[src/rtl/modctl_pkg.sv]
// Constants for the modulation and output control register bank.
// Assumes a 50 MHz reference clock and a 32-bit Avalon-MM register bus.
package modctl_pkg;
   // Register indices; byte address is four times the index
   localparam logic [5:0] IDX_DEV_P1_FIRST  = 6'h09;
   localparam logic [5:0] IDX_DEV_P1_LAST   = 6'h10;
   localparam logic [5:0] IDX_DEV_P2_FIRST  = 6'h19;
   localparam logic [5:0] IDX_DEV_P2_LAST   = 6'h20;
   localparam logic [5:0] IDX_FAST_DEV      = 6'h21;
   localparam logic [5:0] IDX_MOD_CTL       = 6'h22;
   localparam logic [5:0] IDX_SETTLE_CTL    = 6'h23;
   localparam logic [5:0] IDX_PROFILE_EN    = 6'h30;
   localparam logic [5:0] IDX_STATUS        = 6'h31;
   // Reset values
   localparam logic [15:0] RST_FAST_DEV     = 16'h0000;
   localparam logic [15:0] RST_MOD_CTL      = 16'h1000;
   localparam logic [15:0] RST_SETTLE_CTL   = 16'h0647;
   localparam logic [15:0] RST_DEV_ENTRY    = 16'h0000;
   localparam logic [1:0]  RST_PROFILE_EN   = 2'h0;
   // Field positions, settle and output control
   localparam int SC_COUNT_MSB   = 13;
   localparam int SC_COUNT_LSB   = 3;
   localparam int SC_MUTE_BIT    = 2;
   localparam int SC_TX_TYPE_BIT = 1;
   localparam int SC_RX_TYPE_BIT = 0;
   // Field positions, modulation control
   localparam int MC_TERM_BIT    = 15;
   localparam int MC_FS_POL_BIT  = 8;
   localparam int MC_CLK_POL_BIT = 7;
   localparam int MC_LEVEL_MSB   = 6;
   localparam int MC_LEVEL_LSB   = 5;
   localparam int MC_DEVSEL_MSB  = 4;
   localparam int MC_DEVSEL_LSB  = 2;
   localparam int MC_MODE_A_BIT  = 1;
   localparam int MC_MODE_B_BIT  = 0;
   // Modulation modes, first code bit is the upper one
   typedef enum logic [1:0] {
      MODE_PIN   = 2'h0,
      MODE_REG   = 2'h1,
      MODE_AUDIO = 2'h2,
      MODE_FAST  = 2'h3
   } mod_mode_t;
   // Switching sequence states
   typedef enum logic [1:0] {
      ST_SETTLE = 2'h0,
      ST_LOCK   = 2'h1,
      ST_RUN    = 2'h3
   } seq_state_t;
   // Multiplier settling time
   localparam int CLK_PERIOD_NS  = 20;
   localparam int REFERENCE_MULTIPLIER_SETTLE_NS = 20000;
   localparam logic [10:0] REFERENCE_MULTIPLIER_SETTLE_CYCLES =
      11'((REFERENCE_MULTIPLIER_SETTLE_NS + CLK_PERIOD_NS - 1) / CLK_PERIOD_NS);
endpackage

[src/rtl/modulation_and_output_control_regs.sv]
// Modulation and output control registers with the switching sequencer.
// Assumes clock is the reference input clock and an Avalon-MM master.
// Function
// - Enabled multiplier gets twenty microseconds settling
// - Settle count bits 13:3, cycles 1..2047
// - Settle wait always part of switching
// - Mute until lock after init, change, switch
// - Later lock loss never re-mutes outputs
// - Bit 1 sets transmit drive, push-pull default
// - Bit 0 sets receive drive, push-pull default
// - Bit 15 enables reference input termination
// - Bit 8 sets frame sync polarity
// - Bit 7 selects serial clock strobe edge
// - Bits 6:5 select shift level count
// - Level zero disables pin and register modes
// - Bits 4:2 select register-mode deviation entry
// - Bits 1:0 form mode, bit 1 first
// - Fast deviation word, sixteen bits, resets zero
// - Profile enable turns modulation on
// - Eight deviation entries per profile, reset zero
`timescale 1ns/1ns
`default_nettype none
module modulation_and_output_control_regs (
   input  wire logic        clock,
   input  wire logic        rst_n,
   input  wire logic [7:0]  address,
   input  wire logic        read,
   input  wire logic        write,
   input  wire logic [3:0]  byteenable,
   input  wire logic [31:0] writedata,
   output logic      [31:0] readdata,
   output logic             waitrequest,
   input  wire logic        freq_change_req,
   input  wire logic        reference_multiplier_enable,
   input  wire logic        lock_detect,
   input  wire logic        profile_switch,
   input  wire logic [2:0]  shift_symbol,
   output logic             outputs_muted,
   output logic             settling,
   output logic             tx_output_drive_type,
   output logic             rx_output_drive_type,
   output logic             ref_input_termination_enable,
   output logic             frame_sync_polarity,
   output logic             serial_clock_edge_select,
   output modctl_pkg::mod_mode_t modulation_mode,
   output logic             modulation_active,
   output logic      [15:0] deviation_out
);
   import modctl_pkg::*;

   typedef struct packed {
      logic [15:0]       fast_deviation_word;
      logic [15:0]       modulation_control;
      logic [15:0]       settle_and_output_control;
      logic [1:0]        profile_modulation_enable;
      logic [15:0][15:0] deviation_entry;
      seq_state_t        state;
      logic [10:0]       count;
      logic              released;
      logic              muted;
      logic              ack;
      logic [31:0]       rdata;
      logic [15:0]       dev_out;
      logic [1:0]        lock_sync;
      logic [1:0]        prof_sync;
      logic              prof_last;
      logic [2:0]        sym_meta;
      logic [2:0]        sym_sync;
   } state_t;

   state_t cur_reg;
   state_t cur_next;

   // Deviation entry slot for an index: {hit, profile, entry}
   function automatic logic [4:0] dev_slot(input logic [5:0] idx);
      logic [5:0] off;
      off = 6'h00;
      dev_slot = 5'h00;
      if (idx >= IDX_DEV_P1_FIRST && idx <= IDX_DEV_P1_LAST)
      begin
         off = idx - IDX_DEV_P1_FIRST;
         dev_slot = {2'b10, off[2:0]};
      end
      else if (idx >= IDX_DEV_P2_FIRST && idx <= IDX_DEV_P2_LAST)
      begin
         off = idx - IDX_DEV_P2_FIRST;
         dev_slot = {2'b11, off[2:0]};
      end
   endfunction

   // Byte-enable merge of a sixteen-bit register
   function automatic logic [15:0] merge16(input logic [15:0] old,
                                           input logic [31:0] wd,
                                           input logic [3:0]  be);
      merge16 = {be[1] ? wd[15:8] : old[15:8], be[0] ? wd[7:0] : old[7:0]};
   endfunction

   logic [5:0]  idx;
   logic [4:0]  slot;
   logic        access;
   logic [10:0] cfg_wait;
   logic [10:0] wait_target;
   logic        restart;
   logic        prof_sel;
   logic [1:0]  level;
   logic [2:0]  sym_mask;
   logic [3:0]  entry_sel;
   logic        mod_on;

   assign idx    = address[7:2];
   assign slot   = dev_slot(idx);
   assign access = (read || write) && !cur_reg.ack;
   // Waitrequest drops one cycle after the request arrives
   assign waitrequest = (read || write) && !cur_reg.ack;

   always_comb
   begin
      cur_next = cur_reg;
      cur_next.ack = access;
      // Zero count is illegal; treat it as the shortest wait
      cfg_wait = cur_reg.settle_and_output_control[SC_COUNT_MSB:SC_COUNT_LSB];
      if (cfg_wait == 11'h000)
      begin
         cfg_wait = 11'h001;
      end
      wait_target = cfg_wait;
      if (reference_multiplier_enable && wait_target < REFERENCE_MULTIPLIER_SETTLE_CYCLES)
      begin
         wait_target = REFERENCE_MULTIPLIER_SETTLE_CYCLES;
      end
      prof_sel = cur_reg.prof_sync[1];
      restart  = freq_change_req || (prof_sel != cur_reg.prof_last);
      level    = cur_reg.modulation_control[MC_LEVEL_MSB:MC_LEVEL_LSB];

      // Synchronisers for pin inputs
      cur_next.lock_sync = {cur_reg.lock_sync[0], lock_detect};
      cur_next.prof_sync = {cur_reg.prof_sync[0], profile_switch};
      cur_next.sym_meta  = shift_symbol;
      cur_next.sym_sync  = cur_reg.sym_meta;
      cur_next.prof_last = prof_sel;

      // Register writes take effect on the acknowledging edge
      if (write && cur_reg.ack)
      begin
         if (slot[4])
         begin
            cur_next.deviation_entry[slot[3:0]] =
               merge16(cur_reg.deviation_entry[slot[3:0]], writedata, byteenable);
         end
         unique case (idx)
            IDX_FAST_DEV: cur_next.fast_deviation_word =
               merge16(cur_reg.fast_deviation_word, writedata, byteenable);
            IDX_MOD_CTL: cur_next.modulation_control =
               merge16(cur_reg.modulation_control, writedata, byteenable);
            IDX_SETTLE_CTL: cur_next.settle_and_output_control =
               merge16(cur_reg.settle_and_output_control, writedata, byteenable);
            IDX_PROFILE_EN: if (byteenable[0])
            begin
               cur_next.profile_modulation_enable = writedata[1:0];
            end
            default: ;
         endcase
      end

      // Read data; unmapped indices read zero
      if (read && access)
      begin
         cur_next.rdata = 32'h0000_0000;
         if (slot[4])
         begin
            cur_next.rdata[15:0] = cur_reg.deviation_entry[slot[3:0]];
         end
         unique case (idx)
            IDX_FAST_DEV:   cur_next.rdata[15:0] = cur_reg.fast_deviation_word;
            IDX_MOD_CTL:    cur_next.rdata[15:0] = cur_reg.modulation_control;
            IDX_SETTLE_CTL: cur_next.rdata[15:0] = cur_reg.settle_and_output_control;
            IDX_PROFILE_EN: cur_next.rdata[1:0]  = cur_reg.profile_modulation_enable;
            IDX_STATUS: cur_next.rdata[4:0] = {cur_reg.state, cur_reg.lock_sync[1],
                                               cur_reg.released, cur_reg.muted};
            default: ;
         endcase
      end

      // Switching sequence: settle, wait for lock, run
      unique case (cur_reg.state)
         ST_SETTLE:
         begin
            cur_next.count = cur_reg.count + 11'h001;
            if (cur_next.count >= wait_target)
            begin
               cur_next.state = ST_LOCK;
               cur_next.count = 11'h000;
            end
         end
         ST_LOCK:
         begin
            if (cur_reg.lock_sync[1])
            begin
               cur_next.state    = ST_RUN;
               cur_next.released = 1'b1;
            end
         end
         ST_RUN: ; // Lock loss keeps the outputs live
         default:
         begin
            cur_next.state = ST_SETTLE;
         end
      endcase
      if (restart)
      begin
         cur_next.state    = ST_SETTLE;
         cur_next.count    = 11'h000;
         cur_next.released = 1'b0;
      end
      cur_next.muted = cur_next.settle_and_output_control[SC_MUTE_BIT]
                       && !cur_next.released;

      // Deviation selection per mode
      sym_mask  = (level == 2'h1) ? 3'h1 : (level == 2'h2) ? 3'h3 : 3'h7;
      entry_sel = {prof_sel, 3'h0};
      mod_on    = cur_reg.profile_modulation_enable[prof_sel];
      cur_next.dev_out = 16'h0000;
      unique case (mod_mode_t'({cur_reg.modulation_control[MC_MODE_A_BIT],
                                cur_reg.modulation_control[MC_MODE_B_BIT]}))
         MODE_PIN:
         begin
            entry_sel = {prof_sel, cur_reg.sym_sync & sym_mask};
            mod_on    = mod_on && level != 2'h0;
            cur_next.dev_out = cur_reg.deviation_entry[entry_sel];
         end
         MODE_REG:
         begin
            entry_sel = {prof_sel,
                         cur_reg.modulation_control[MC_DEVSEL_MSB:MC_DEVSEL_LSB]};
            mod_on    = mod_on && level != 2'h0;
            cur_next.dev_out = cur_reg.deviation_entry[entry_sel];
         end
         MODE_AUDIO: ; // Serial samples drive deviation elsewhere
         MODE_FAST: cur_next.dev_out = cur_reg.fast_deviation_word;
      endcase
      if (!mod_on)
      begin
         cur_next.dev_out = 16'h0000;
      end
   end

   always_ff @(posedge clock or negedge rst_n)
   begin
      if (!rst_n)
      begin
         cur_reg <= '{fast_deviation_word:       RST_FAST_DEV,
                      modulation_control:        RST_MOD_CTL,
                      settle_and_output_control: RST_SETTLE_CTL,
                      profile_modulation_enable: RST_PROFILE_EN,
                      deviation_entry:           {16{RST_DEV_ENTRY}},
                      state:                     ST_SETTLE,
                      count:                     11'h000,
                      released:                  1'b0,
                      muted:                     1'b1,
                      ack:                       1'b0,
                      rdata:                     32'h0000_0000,
                      dev_out:                   16'h0000,
                      lock_sync:                 2'h0,
                      prof_sync:                 2'h0,
                      prof_last:                 1'b0,
                      sym_meta:                  3'h0,
                      sym_sync:                  3'h0};
      end
      else
      begin
         cur_reg <= cur_next;
      end
   end

   assign readdata      = cur_reg.rdata;
   assign outputs_muted = cur_reg.muted;
   assign settling      = (cur_reg.state == ST_SETTLE);
   assign deviation_out = cur_reg.dev_out;
   assign tx_output_drive_type =
      cur_reg.settle_and_output_control[SC_TX_TYPE_BIT];
   assign rx_output_drive_type =
      cur_reg.settle_and_output_control[SC_RX_TYPE_BIT];
   assign ref_input_termination_enable = cur_reg.modulation_control[MC_TERM_BIT];
   assign frame_sync_polarity      = cur_reg.modulation_control[MC_FS_POL_BIT];
   assign serial_clock_edge_select = cur_reg.modulation_control[MC_CLK_POL_BIT];
   assign modulation_mode = mod_mode_t'({cur_reg.modulation_control[MC_MODE_A_BIT],
                                         cur_reg.modulation_control[MC_MODE_B_BIT]});
   assign modulation_active = (cur_reg.dev_out != 16'h0000) || (mod_on &&
                              modulation_mode inside {MODE_AUDIO, MODE_FAST});
endmodule
`default_nettype wire
[config.mk]
export PLATFORM = sky130hd
export DESIGN_NAME = modulation_and_output_control_regs
export DESIGN_NICKNAME = d
export VERILOG_FILES = /design/src/rtl/modctl_pkg.sv /design/src/rtl/modulation_and_output_control_regs.sv
export SDC_FILE = /design/constraint.sdc
export NUM_CORES = 1
export LEC_CHECK = 0
export BUFFER_PORTS_ARGS = -buffer_cell sky130_fd_sc_hd__buf_2
export CORE_ASPECT_RATIO = 0.8
export CORE_MARGIN = 10
export CORE_UTILIZATION = 45
export DETAILED_ROUTE_END_ITERATION = 12
export PLACE_DENSITY = 0.7
export SLEW_MARGIN = 25
export SYNTH_ARGS = -nofsm -noshare
export SYNTH_HDL_FRONTEND = slang
export SYNTH_SLANG_ARGS = --single-unit
[constraint.sdc]
create_clock -name clock -period 3.9 [get_ports clock]
set_input_delay 0.39 -clock clock [delete_from_list [all_inputs] [get_ports clock]]
set_output_delay 0.39 -clock clock [all_outputs]
set_load 0.02 [all_outputs]
==> run_summary.xml, run 1 <==
<?xml version="1.0" encoding="UTF-8"?>
<metrics>
  <group name="outcome">
    <metric name="run_status" unit="">finished, final reports clean</metric>
  </group>
  <group name="clock_network">
    <metric name="cts_setup_buffers" unit="">0</metric>
    <metric name="worst_skew_pair.late_latency" unit="ns">0.55</metric>
    <metric name="clkSinkCount" unit="">365</metric>
    <metric name="cts-root-to-sink-buffers" unit="">3</metric>
    <metric name="cts_root_buffer" unit="">clkbuf_16</metric>
    <metric name="path_clk_slew" unit="ns">0.07</metric>
    <metric name="cts_tree" unit="">done</metric>
    <metric name="cts_htree_levels" unit="">2</metric>
    <metric name="tritoncts.num_buffers" unit="">38</metric>
  </group>
  <group name="detailed_routing">
    <metric name="violation_count_after_the_first_detailed_route_iteration" unit="">2361</metric>
    <metric name="postRouteAntennaNets" unit="">0</metric>
    <metric name="wl_per_cell" unit="um">26.80</metric>
    <metric name="number_of_iterations_in_the_first_detailed_routing_pass" unit="">6</metric>
    <metric name="vias" unit="">17410</metric>
    <metric name="route.detailed.vias_per_inst" unit="">6.587</metric>
    <metric name="routed_wirelength" unit="um">70830</metric>
    <metric name="drt_drc_violations_left" unit="">0</metric>
  </group>
  <group name="worst_setup_path">
    <metric name="setup.worst_path.end_class" unit="">flip-flop</metric>
    <metric name="critPathMostFrequentCell" unit="">nand3_1</metric>
    <metric name="path_delay_family" unit="">compound AO/OA/AOI/OAI gates</metric>
    <metric name="setup.worst_path.class" unit="">flip-flop to flip-flop</metric>
    <metric name="cp-start-kind" unit="">flip-flop</metric>
    <metric name="required" unit="ns">4.38</metric>
    <metric name="worstPathMaxFanout" unit="">10</metric>
    <metric name="worstPathCellList" unit="">ha_1 -&gt; nand3_1 -&gt; inv_1 -&gt; nand3_1 -&gt; inv_1 -&gt; nand3_1 -&gt; xnor2_1 -&gt; ha_1 -&gt; a211oi_1 -&gt; nand2_1 -&gt; o41a_1 -&gt; nor4_2 -&gt; buf_4 -&gt; a22o_1</metric>
    <metric name="critPathBufInv" unit="">3</metric>
    <metric name="worst_ep_arrival_time" unit="ns">3.84</metric>
    <metric name="slowest_delay" unit="ns">0.53</metric>
    <metric name="cp_slowest_cell" unit="">o41a_1</metric>
  </group>
  <group name="sta">
    <metric name="fin_crit_sh" unit="">0.8608</metric>
    <metric name="unrepaired_setup_endpoints_after_global_routing" unit="">no</metric>
    <metric name="finalCriticalPeriod" unit="ns">3.357</metric>
    <metric name="final.setup.tns" unit="ns">0</metric>
    <metric name="timing.slew.headroom" unit="">0.3514</metric>
    <metric name="report.final.hold_viol_count" unit="">0</metric>
    <metric name="worst_pin_slew" unit="ns">0.9729</metric>
    <metric name="finalHoldWorstSlack" unit="ns">0.1296</metric>
    <metric name="setup_viol_count_final" unit="">0</metric>
    <metric name="fmaxAchievable" unit="MHz">297.9</metric>
    <metric name="clock-skew-final" unit="ns">0.01971</metric>
    <metric name="count_of_final_max_slew_check_failures" unit="">0</metric>
  </group>
  <group name="layout">
    <metric name="area_delta_synth_final" unit="%">11.05</metric>
    <metric name="utilization" unit="">0.5077</metric>
    <metric name="filler_cell_count" unit="">4067</metric>
    <metric name="share_of_final_layout_standard_cells_stronger_than_drive_strength_1" unit="">0.2726</metric>
    <metric name="final_net_count" unit="">2068</metric>
  </group>
  <group name="grt">
    <metric name="vias_in_the_first_global_route" unit="">17120</metric>
    <metric name="grt_start_max_net_pins" unit="">93</metric>
    <metric name="grt.overflow.total" unit="">0</metric>
    <metric name="gr-usage-all-layers" unit="">0.2418</metric>
    <metric name="grt_first_pass_wirelength" unit="um">107400</metric>
    <metric name="grt_antenna_before_repair" unit="">4</metric>
  </group>
  <group name="synthesis">
    <metric name="synth_largest_type_area_fraction" unit="">0.4135</metric>
    <metric name="predominant_post_synthesis_flop_cell" unit="">dfrtp_1</metric>
    <metric name="ys_top_cells_by_count" unit="">dfrtp_1 (357), nor2_1 (304), a21oi_1 (250)</metric>
    <metric name="async_set_reset_flop_share_out_of_synthesis" unit="">1.000</metric>
    <metric name="ys_seq_area_frac" unit="">0.4232</metric>
    <metric name="netlist-cell-type-count" unit="">72</metric>
    <metric name="synth.avg_cell_area" unit="um2">10.97</metric>
    <metric name="synth_simple_gate_area_share" unit="">0.1153</metric>
    <metric name="synthDominantAreaCellType" unit="">dfrtp_1</metric>
    <metric name="number_of_enable_type_register_cells_in_the_synthesized_netlist" unit="">0</metric>
    <metric name="post-synth-top-count-cell" unit="">dfrtp_1</metric>
    <metric name="synth_area_leaders" unit="">dfrtp_1 (41%), mux4_2 (18%), a21oi_1 (5.8%), nor2_1 (5.3%), mux2_2 (3.8%)</metric>
    <metric name="ys.warnings.count" unit="">0</metric>
    <metric name="synthCells" unit="">1970</metric>
    <metric name="synth_top_family_by_area" unit="">multiplexers</metric>
    <metric name="synth_compound_area_frac" unit="">0.1473</metric>
    <metric name="mappedNetlistArea" unit="mm2">0.02161</metric>
    <metric name="synth_fa_ha_area_frac" unit="">0.01100</metric>
    <metric name="synth.ff_latch_count" unit="">365</metric>
    <metric name="post_synthesis_xor_xnor_area_fraction" unit="">0.005270</metric>
    <metric name="synth.area.mux_share" unit="">0.2396</metric>
  </group>
  <group name="floorplanning">
    <metric name="floorplan.initialDensity" unit="">0.4572</metric>
    <metric name="fp.dieArea" unit="mm2">0.05724</metric>
    <metric name="die_height" unit="um">216.0</metric>
    <metric name="die_x" unit="um">265.0</metric>
    <metric name="core_area" unit="mm2">0.04726</metric>
    <metric name="fp-row-count" unit="">71</metric>
    <metric name="design.portCount" unit="">114</metric>
  </group>
  <group name="power_and_ir_drop">
    <metric name="total_leakage_power" unit="uW">0.01026</metric>
    <metric name="p_total" unit="uW">10740</metric>
    <metric name="power.ir.vdd_worst" unit="mV">0.2540</metric>
    <metric name="power.density" unit="mW/mm2">447.6</metric>
  </group>
  <group name="worst_hold_path">
    <metric name="min_path_type" unit="">input port to flip-flop</metric>
  </group>
  <group name="place">
    <metric name="numPortBuffers" unit="">77</metric>
    <metric name="dpl.hpwl" unit="um">48110</metric>
    <metric name="routabilityCongestion" unit="">0.9507</metric>
  </group>
  <group name="flow_run">
    <metric name="max_cap_viol_count" unit="">0</metric>
  </group>
</metrics>
[cells in the final DEF, fill, tap and decap left out, drive strengths merged, types with 19 or more instances in the layout]
master,netlist,layout
dfrtp,357,357
nor2,310,310
a21oi,261,261
buf,156,179
mux4,171,171
nand2,86,86
mux2,72,72
clkbuf,60,58
o21ai,52,52
mux2i,49,49
nor2b,36,36
nor3,29,29
nand3,23,23
o22ai,23,23
ha,19,19
[stage by stage]
| stage | instance area (um2) | std cells | worst slack, ns |
|---|---|---|---|
| after floorplan | 21660 | 1985 | 0.4703 |
| after global placement | 22660 | 2568 | 0.3572 |
| after detailed placement | 22660 | 2568 | 0.3377 |
| after CTS | 23990 | 2641 | 0.5654 |
| after global routing | 24000 | 2643 | 0.3589 |
| final | 24000 | 2643 | 0.5430 |
[power breakdown]
group	leakage (uW)	total, uW	internal, uW	switching [uW]
registers	0.00487	4660	4190	467
clock network	0.000612	3770	2190	1590
logic	0.00477	2310	1040	1260
[path summary, 6_finish.rpt]
check	from	to	slack, ns	cells past startpoint
max	cur_reg[62]	cur_reg[68]	0.54	14
min	writedata[14]	cur_reg[363]	0.13	2
max reg2reg	cur_reg[62]	cur_reg[68]	0.54	14
min reg2reg	cur_next[10]	cur_reg[10]	0.35	0
max in group asynchronous	rst_n	async pin	2.35	3
min in group asynchronous	rst_n	modulation_mode[0]	0.48	2
[final cells by class]
type                            count  area, um2  area share
Antenna cell                        2      5.005   0.0002086
Clock buffer                       58       1160     0.04834
Clock inverter                      9      110.1    0.004589
Inverter                           13      48.80    0.002034
Multi-Input combinational cell   1391      11350      0.4728
Sequential cell                   365       9154      0.3815
Tap cell                          620      775.7     0.03233
Timing Repair Buffer              185       1396     0.05819
[metal layers]
layer / vias up / track usage / routed length [um]
li1: 7355 / - / -
met1: 8707 / 0.3196 / 27480
met2: 1147 / 0.3650 / 31250
met3: 198 / 0.08784 / 9612
met4: 2 / 0.07689 / 2469
met5: - / 0 / 15
[what timing repair did]
action                                 CTS  global route
gates resized for setup                  0             0
endpoints found under the hold margin   84             0
hold buffers                             6             0
setup endpoints to repair                0             0
[cells by family (layout without fill, tap and decap cells)]
kind of cell,count (synthesis),in the layout
and+or+nand+nor,551,551
AOI/OAI and AO/OA,500,500
DFF,365,365
muxes,292,292
buffers and inverters,229,265
adders and majority gates,19,19
xor gates and xnor gates,13,13
other,1,18
(Power assumes the default switching activity.)
==> inputs of run 2 (changes only) <==
Settings changed: CTS_CLUSTER_DIAMETER set to 150, MAX_ROUTING_LAYER set to met4.
==> run 2 against run 1 <==
Compared with the run above: sequential share of layout area down 0.25 points; sequential cell count unchanged; first-iteration DRC count down 16%; final cell count up 0.26%; combinational power about the same; utilization up 0.34 points; clock skew down 0.0019 ns; via count down 1.5%; clock-buffer cell count down 1; clock power up 4%; sequential power about the same; critical endpoint is now cur_reg[70].
==> run_summary.xml, run 2 (same netlist as run 1, synthesis figures left out) <==
<?xml version="1.0" encoding="UTF-8"?>
<metrics>
  <group name="grt">
    <metric name="grt_start_max_net_pins" unit="">106</metric>
    <metric name="grt_first_pass_wirelength" unit="um">106900</metric>
    <metric name="gr-usage-all-layers" unit="">0.2492</metric>
    <metric name="grt_antenna_before_repair" unit="">5</metric>
    <metric name="vias_in_the_first_global_route" unit="">16740</metric>
    <metric name="grt.overflow.total" unit="">0</metric>
  </group>
  <group name="floorplanning">
    <metric name="floorplan.initialDensity" unit="">0.4572</metric>
    <metric name="fp.dieArea" unit="mm2">0.05724</metric>
    <metric name="fp-row-count" unit="">71</metric>
    <metric name="die_height" unit="um">216.0</metric>
    <metric name="design.portCount" unit="">114</metric>
    <metric name="core_area" unit="mm2">0.04726</metric>
    <metric name="die_x" unit="um">265.0</metric>
  </group>
  <group name="layout">
    <metric name="final_net_count" unit="">2072</metric>
    <metric name="finalInstanceArea" unit="mm2">0.02416</metric>
    <metric name="area_occupied_by_multi_input_gates" unit="mm2">0.01135</metric>
    <metric name="layout.cells.most_common" unit="">dfrtp_1</metric>
    <metric name="layout.cells.most_common_list" unit="">dfrtp_1 (352), nor2_1 (293), a21oi_1 (250)</metric>
    <metric name="layoutNonFillerInstCount" unit="">2650</metric>
    <metric name="seq_area" unit="mm2">0.009155</metric>
    <metric name="utilization" unit="">0.5111</metric>
    <metric name="share_of_final_layout_standard_cells_stronger_than_drive_strength_1" unit="">0.2743</metric>
    <metric name="area_delta_synth_final" unit="%">11.80</metric>
    <metric name="filler_cell_count" unit="">4064</metric>
  </group>
  <group name="sta">
    <metric name="clock-skew-final" unit="ns">0.01785</metric>
    <metric name="final.setup.tns" unit="ns">0</metric>
    <metric name="worst_pin_slew" unit="ns">0.9879</metric>
    <metric name="finalCriticalPeriod" unit="ns">3.348</metric>
    <metric name="fmaxAchievable" unit="MHz">298.7</metric>
    <metric name="setup_viol_count_final" unit="">0</metric>
    <metric name="timing.slew.headroom" unit="">0.3384</metric>
    <metric name="finalHoldWorstSlack" unit="ns">0.1160</metric>
    <metric name="report.final.hold_viol_count" unit="">0</metric>
    <metric name="count_of_final_max_slew_check_failures" unit="">0</metric>
    <metric name="fin_crit_sh" unit="">0.8584</metric>
    <metric name="unrepaired_setup_endpoints_after_global_routing" unit="">no</metric>
  </group>
  <group name="worst_setup_path">
    <metric name="worstReg2RegEnd" unit="">cur_reg[70]</metric>
    <metric name="setup.worst_path.end_class" unit="">flip-flop</metric>
    <metric name="worstPathMaxFanout" unit="">10</metric>
    <metric name="worst_ep_arrival_time" unit="ns">3.83</metric>
    <metric name="required" unit="ns">4.38</metric>
    <metric name="setup.worst_path.class" unit="">flip-flop to flip-flop</metric>
    <metric name="rrSetupSlack" unit="ns">0.55</metric>
    <metric name="cp-start-kind" unit="">flip-flop</metric>
    <metric name="worstRegToRegCells" unit="">14</metric>
    <metric name="regToRegStartpoint" unit="">cur_reg[62]</metric>
  </group>
  <group name="clock_network">
    <metric name="cts_tree" unit="">done</metric>
    <metric name="cts_root_buffer" unit="">clkbuf_16</metric>
    <metric name="cts_htree_levels" unit="">2</metric>
    <metric name="cts-root-to-sink-buffers" unit="">3</metric>
    <metric name="tritoncts.num_buffers" unit="">38</metric>
    <metric name="clkSinkCount" unit="">365</metric>
    <metric name="worst_skew_pair.late_latency" unit="ns">0.56</metric>
    <metric name="path_clk_slew" unit="ns">0.07</metric>
    <metric name="cts_setup_buffers" unit="">0</metric>
  </group>
  <group name="power_and_ir_drop">
    <metric name="internal_power" unit="uW">7594</metric>
    <metric name="power_switching" unit="uW">3312</metric>
    <metric name="total_leakage_power" unit="uW">0.01032</metric>
    <metric name="p_clk_frac" unit="">0.360</metric>
    <metric name="switching_share" unit="">0.3037</metric>
    <metric name="power.ir.vdd_worst" unit="mV">0.2807</metric>
    <metric name="power.density" unit="mW/mm2">451.5</metric>
    <metric name="power.share.sequential" unit="">0.426</metric>
    <metric name="p_comb_frac" unit="">0.213</metric>
  </group>
  <group name="detailed_routing">
    <metric name="route.detailed.vias_per_inst" unit="">6.469</metric>
    <metric name="wl_per_cell" unit="um">26.56</metric>
    <metric name="vias" unit="">17140</metric>
    <metric name="drt_drc_violations_left" unit="">0</metric>
    <metric name="number_of_iterations_in_the_first_detailed_routing_pass" unit="">7</metric>
    <metric name="violation_count_after_the_first_detailed_route_iteration" unit="">1984</metric>
    <metric name="routed_wirelength" unit="um">70390</metric>
    <metric name="postRouteAntennaNets" unit="">0</metric>
  </group>
  <group name="outcome">
    <metric name="run_status" unit="">finished, final reports clean</metric>
  </group>
  <group name="worst_hold_path">
    <metric name="min_path_type" unit="">input port to flip-flop</metric>
    <metric name="timing.hold.worst.start" unit="">writedata[14]</metric>
    <metric name="hold_path_depth" unit="">2</metric>
    <metric name="hold_end" unit="">cur_reg[379]</metric>
  </group>
  <group name="place">
    <metric name="routabilityCongestion" unit="">0.9493</metric>
    <metric name="dpl.hpwl" unit="um">48080</metric>
    <metric name="numPortBuffers" unit="">77</metric>
    <metric name="post-place-cells" unit="">2572</metric>
    <metric name="placement.cell_area" unit="mm2">0.02277</metric>
  </group>
  <group name="flow_run">
    <metric name="max_cap_viol_count" unit="">0</metric>
  </group>
</metrics>
-- run 2: cell count changes in the layout (fill, tap and decap cells not counted), sizes merged --
| cell | change |
|---|---|
| buf | +4 |
| bufinv | +3 |
| clkbuf | -1 |
| clkinv | -1 |
| diode | +1 |
| inv | +1 |
-- run 2: worst max-delay path by stage --
| stage | startpoint | to | slack [ns] | cells past startpoint |
|---|---|---|---|---|
| 2_1_floorplan | address[2] | flip-flop | 0.47 | 14 |
| 3_3_place_gp | address[3] | flip-flop | 0.56 | 10 |
| 3_5_place_dp | address[2] | flip-flop | 0.51 | 10 |
| 4_1_cts | cur_reg[62] | cur_reg[70] | 0.58 | 14 |
| 5_1_grt | cur_reg[62] | cur_reg[70] | 0.24 | 14 |
| 6_report | cur_reg[62] | cur_reg[70] | 0.55 | 14 |
-- run 2: final cells by class --
type | count | share of cell area
diodes | 3 | 0.0003108
clock buffers | 57 | 0.04662
clock inverters | 12 | 0.008132
inverters | 13 | 0.002020
multi-input cells | 1391 | 0.4697
flip-flops and latches | 365 | 0.3790
well taps | 620 | 0.03211
repair buffers | 189 | 0.06215
-- run 2: stage by stage --
| stage | power (uW) | worst slack (ns) |
|---|---|---|
| after detailed placement | 6952 | 0.5096 |
| after global routing | 11310 | 0.2406 |
| after CTS | 10870 | 0.5768 |
| after global placement | 6863 | 0.5633 |
| final | 10910 | 0.5522 |
| after floorplan | 6162 | 0.4703 |
-- run 2: metal layers --
layer | GRT usage | vias to the layer above | wire length (um)
li1 | - | 7351 | -
met1 | 0.3190 | 8626 | 27660
met2 | 0.3599 | 1008 | 31070
met3 | 0.09648 | 159 | 9532
met4 | 0.07766 | 0 | 2128
met5 | - | - | 0
-- run 2: timing repair --
action	CTS	global route
hold buffers	6	0
endpoints found under the hold margin	98	0
resized for setup	0	0
-- run 2: power groups by stage --
stage	clock [uW]	combinational (uW)	sequential, uW
final	3930	2320	4650
after global routing	4120	2490	4700
after CTS	3970	2280	4630
after detailed placement	0	2260	4690
after global placement	0	2200	4660
after floorplan	0	1640	4520
-- run 2: critical path, cell delays in order, from the launching register on --
cell and delay, ns:
dfrtp_1 0.44, ha_1 0.28, nand3_1 0.15, inv_1 0.09
nand3_1 0.14, inv_1 0.14, nand3_1 0.10, xnor2_1 0.22
ha_1 0.28, a211oi_1 0.23, nand2_1 0.10, o41a_1 0.54
nor4_2 0.20, buf_4 0.22, a22o_1 0.16
==> inputs of run 3 (changes only) <==
Settings changed: CTS_BUF_LIST set to sky130_fd_sc_hd__clkbuf_16.
==> run 3 against run 2 <==
Compared with the run above: final cell count unchanged; critical path depth unchanged; non-clock buffer count unchanged; hold slack better by 0.0040 ns; routed wire length up 0.12%; via count down 0.22%; critical endpoint unchanged; final area down 0.17%; sequential share of layout area up 0.063 points; combinational power about the same; setup slack worse by 0.0059 ns; global-route usage about the same.
==> run_summary.xml, run 3 (same netlist as run 1, synthesis figures left out) <==
<?xml version="1.0" encoding="UTF-8"?>
<metrics>
  <group name="detailed_routing">
    <metric name="wl_per_cell" unit="um">26.60</metric>
    <metric name="routed_wirelength" unit="um">70480</metric>
    <metric name="drt_drc_violations_left" unit="">0</metric>
    <metric name="violation_count_after_the_first_detailed_route_iteration" unit="">2091</metric>
    <metric name="postRouteAntennaNets" unit="">0</metric>
    <metric name="number_of_iterations_in_the_first_detailed_routing_pass" unit="">6</metric>
    <metric name="vias" unit="">17110</metric>
    <metric name="route.detailed.vias_per_inst" unit="">6.455</metric>
  </group>
  <group name="layout">
    <metric name="area_delta_synth_final" unit="%">11.62</metric>
    <metric name="seq_area" unit="mm2">0.009155</metric>
    <metric name="filler_cell_count" unit="">4072</metric>
    <metric name="share_of_final_layout_standard_cells_stronger_than_drive_strength_1" unit="">0.2723</metric>
    <metric name="layout.cells.most_common_list" unit="">dfrtp_1 (352), nor2_1 (293), a21oi_1 (250)</metric>
    <metric name="layout.cells.most_common" unit="">dfrtp_1</metric>
    <metric name="area_occupied_by_multi_input_gates" unit="mm2">0.01135</metric>
    <metric name="final_net_count" unit="">2072</metric>
  </group>
  <group name="sta">
    <metric name="worst_pin_slew" unit="ns">1.001</metric>
    <metric name="report.final.hold_viol_count" unit="">0</metric>
    <metric name="fmaxAchievable" unit="MHz">298.2</metric>
    <metric name="setup_viol_count_final" unit="">0</metric>
    <metric name="final.setup.tns" unit="ns">0</metric>
    <metric name="count_of_final_max_slew_check_failures" unit="">0</metric>
    <metric name="clock-skew-final" unit="ns">0.01603</metric>
    <metric name="timing.slew.headroom" unit="">0.3298</metric>
    <metric name="fin_crit_sh" unit="">0.8599</metric>
    <metric name="finalWorstSetupSlack" unit="ns">0.5463</metric>
    <metric name="unrepaired_setup_endpoints_after_global_routing" unit="">no</metric>
    <metric name="finalCriticalPeriod" unit="ns">3.354</metric>
  </group>
  <group name="worst_setup_path">
    <metric name="worst_ep_arrival_time" unit="ns">3.84</metric>
    <metric name="critPathMostFrequentCell" unit="">nand3_1</metric>
    <metric name="worstPathMaxFanout" unit="">10</metric>
    <metric name="required" unit="ns">4.38</metric>
    <metric name="critPathBufInv" unit="">3</metric>
    <metric name="path_delay_family" unit="">compound AO/OA/AOI/OAI gates</metric>
    <metric name="setup.worst_path.class" unit="">flip-flop to flip-flop</metric>
    <metric name="cp_slowest_cell" unit="">o41a_1</metric>
    <metric name="worstPathCellList" unit="">ha_1 -&gt; nand3_1 -&gt; inv_1 -&gt; nand3_1 -&gt; inv_1 -&gt; nand3_1 -&gt; xnor2_1 -&gt; ha_1 -&gt; a211oi_1 -&gt; nand2_1 -&gt; o41a_1 -&gt; nor4_2 -&gt; buf_4 -&gt; a22o_1</metric>
    <metric name="cp-start-kind" unit="">flip-flop</metric>
    <metric name="setup.worst_path.end_class" unit="">flip-flop</metric>
    <metric name="slowest_delay" unit="ns">0.54</metric>
  </group>
  <group name="grt">
    <metric name="grt_start_max_net_pins" unit="">106</metric>
    <metric name="grt.overflow.total" unit="">0</metric>
    <metric name="vias_in_the_first_global_route" unit="">16740</metric>
    <metric name="grt_first_pass_wirelength" unit="um">107000</metric>
    <metric name="grt_antenna_before_repair" unit="">5</metric>
    <metric name="gr-usage-all-layers" unit="">0.2494</metric>
  </group>
  <group name="floorplanning">
    <metric name="design.portCount" unit="">114</metric>
    <metric name="floorplan.initialDensity" unit="">0.4572</metric>
    <metric name="fp-row-count" unit="">71</metric>
    <metric name="die_height" unit="um">216.0</metric>
    <metric name="die_x" unit="um">265.0</metric>
    <metric name="fp.dieArea" unit="mm2">0.05724</metric>
    <metric name="core_area" unit="mm2">0.04726</metric>
  </group>
  <group name="power_and_ir_drop">
    <metric name="power.density" unit="mW/mm2">448.0</metric>
    <metric name="power.ir.vdd_worst" unit="mV">0.2802</metric>
    <metric name="total_leakage_power" unit="uW">0.01035</metric>
  </group>
  <group name="worst_hold_path">
    <metric name="min_path_type" unit="">input port to flip-flop</metric>
  </group>
  <group name="place">
    <metric name="placement.setup.worst_slack" unit="ns">0.5096</metric>
    <metric name="dpl.hpwl" unit="um">48080</metric>
    <metric name="numPortBuffers" unit="">77</metric>
    <metric name="routabilityCongestion" unit="">0.9493</metric>
  </group>
  <group name="clock_network">
    <metric name="worst_skew_pair.late_latency" unit="ns">0.56</metric>
    <metric name="tritoncts.num_buffers" unit="">38</metric>
    <metric name="cts_tree" unit="">done</metric>
    <metric name="cts-root-to-sink-buffers" unit="">3</metric>
    <metric name="clkSinkCount" unit="">365</metric>
    <metric name="path_clk_slew" unit="ns">0.07</metric>
    <metric name="cts_root_buffer" unit="">clkbuf_16</metric>
    <metric name="cts_setup_buffers" unit="">0</metric>
    <metric name="cts_htree_levels" unit="">2</metric>
  </group>
  <group name="outcome">
    <metric name="run_status" unit="">finished, final reports clean</metric>
  </group>
  <group name="flow_run">
    <metric name="max_cap_viol_count" unit="">0</metric>
  </group>
</metrics>
[run 3: changes by cell type in the layout (fill, tap and decap cells not counted), sizes merged]
cell | previous run | this run
clkbuf | 57 | 41
inv | 13 | 25
clkinv | 4 | 8
[run 3: final cells by class]
cell class | instances | area share
Antenna cell | 3 | 0.0003113
Clock buffer | 41 | 0.04254
Clock inverter | 28 | 0.01064
Inverter | 13 | 0.002023
Multi-Input combinational cell | 1391 | 0.4705
Sequential cell | 365 | 0.3796
Tap cell | 620 | 0.03217
Timing Repair Buffer | 189 | 0.06226
[run 3: path summary, 6_finish.rpt]
check	endpoint	from	cells after the start	slack [ns]
max	cur_reg[70]	cur_reg[62]	14	0.55
min	cur_reg[379]	writedata[14]	2	0.12
max reg2reg	cur_reg[70]	cur_reg[62]	14	0.55
min reg2reg	cur_next[6]	cur_next[8]	0	0.35
max in group asynchronous	cur_reg[361]	rst_n	3	2.39
min in group asynchronous	deviation_out[9]	rst_n	2	0.47
[run 3: where the power goes]
group	total (uW)	switching, uW	internal, uW
clock	3830	1600	2230
combinational	2330	1260	1060
sequential	4650	456	4190
[run 3: repair_timing]
item                                   in CTS  in global routing
hold buffers                                6                  0
gates resized for setup                     0                  0
endpoints found under the hold margin      98                  0
[run 3: per-stage QoR]
step / std cells / hold slack, ns / cell area (um2) / power [uW] / utilization
after global placement: 2572 / 0.3324 / 22770 / 6863 / 0.4817
final: 2650 / 0.1201 / 24120 / 10800 / 0.5103
after CTS: 2647 / 0.1132 / 24110 / 10760 / 0.5101
after floorplan: 1985 / 0.09441 / 21660 / 6162 / -
after global routing: 2650 / 0.1291 / 24120 / 11210 / 0.5103
after detailed placement: 2572 / 0.3346 / 22770 / 6952 / 0.4817
[run 3: metal layers]
metal | global-route usage | wire length [um] | vias to the layer above
li1 | - | - | 7356
met1 | 0.3195 | 27630 | 8595
met2 | 0.3598 | 31040 | 1001
met3 | 0.09693 | 9689 | 155
met4 | 0.07708 | 2116 | 0
met5 | - | 0 | -
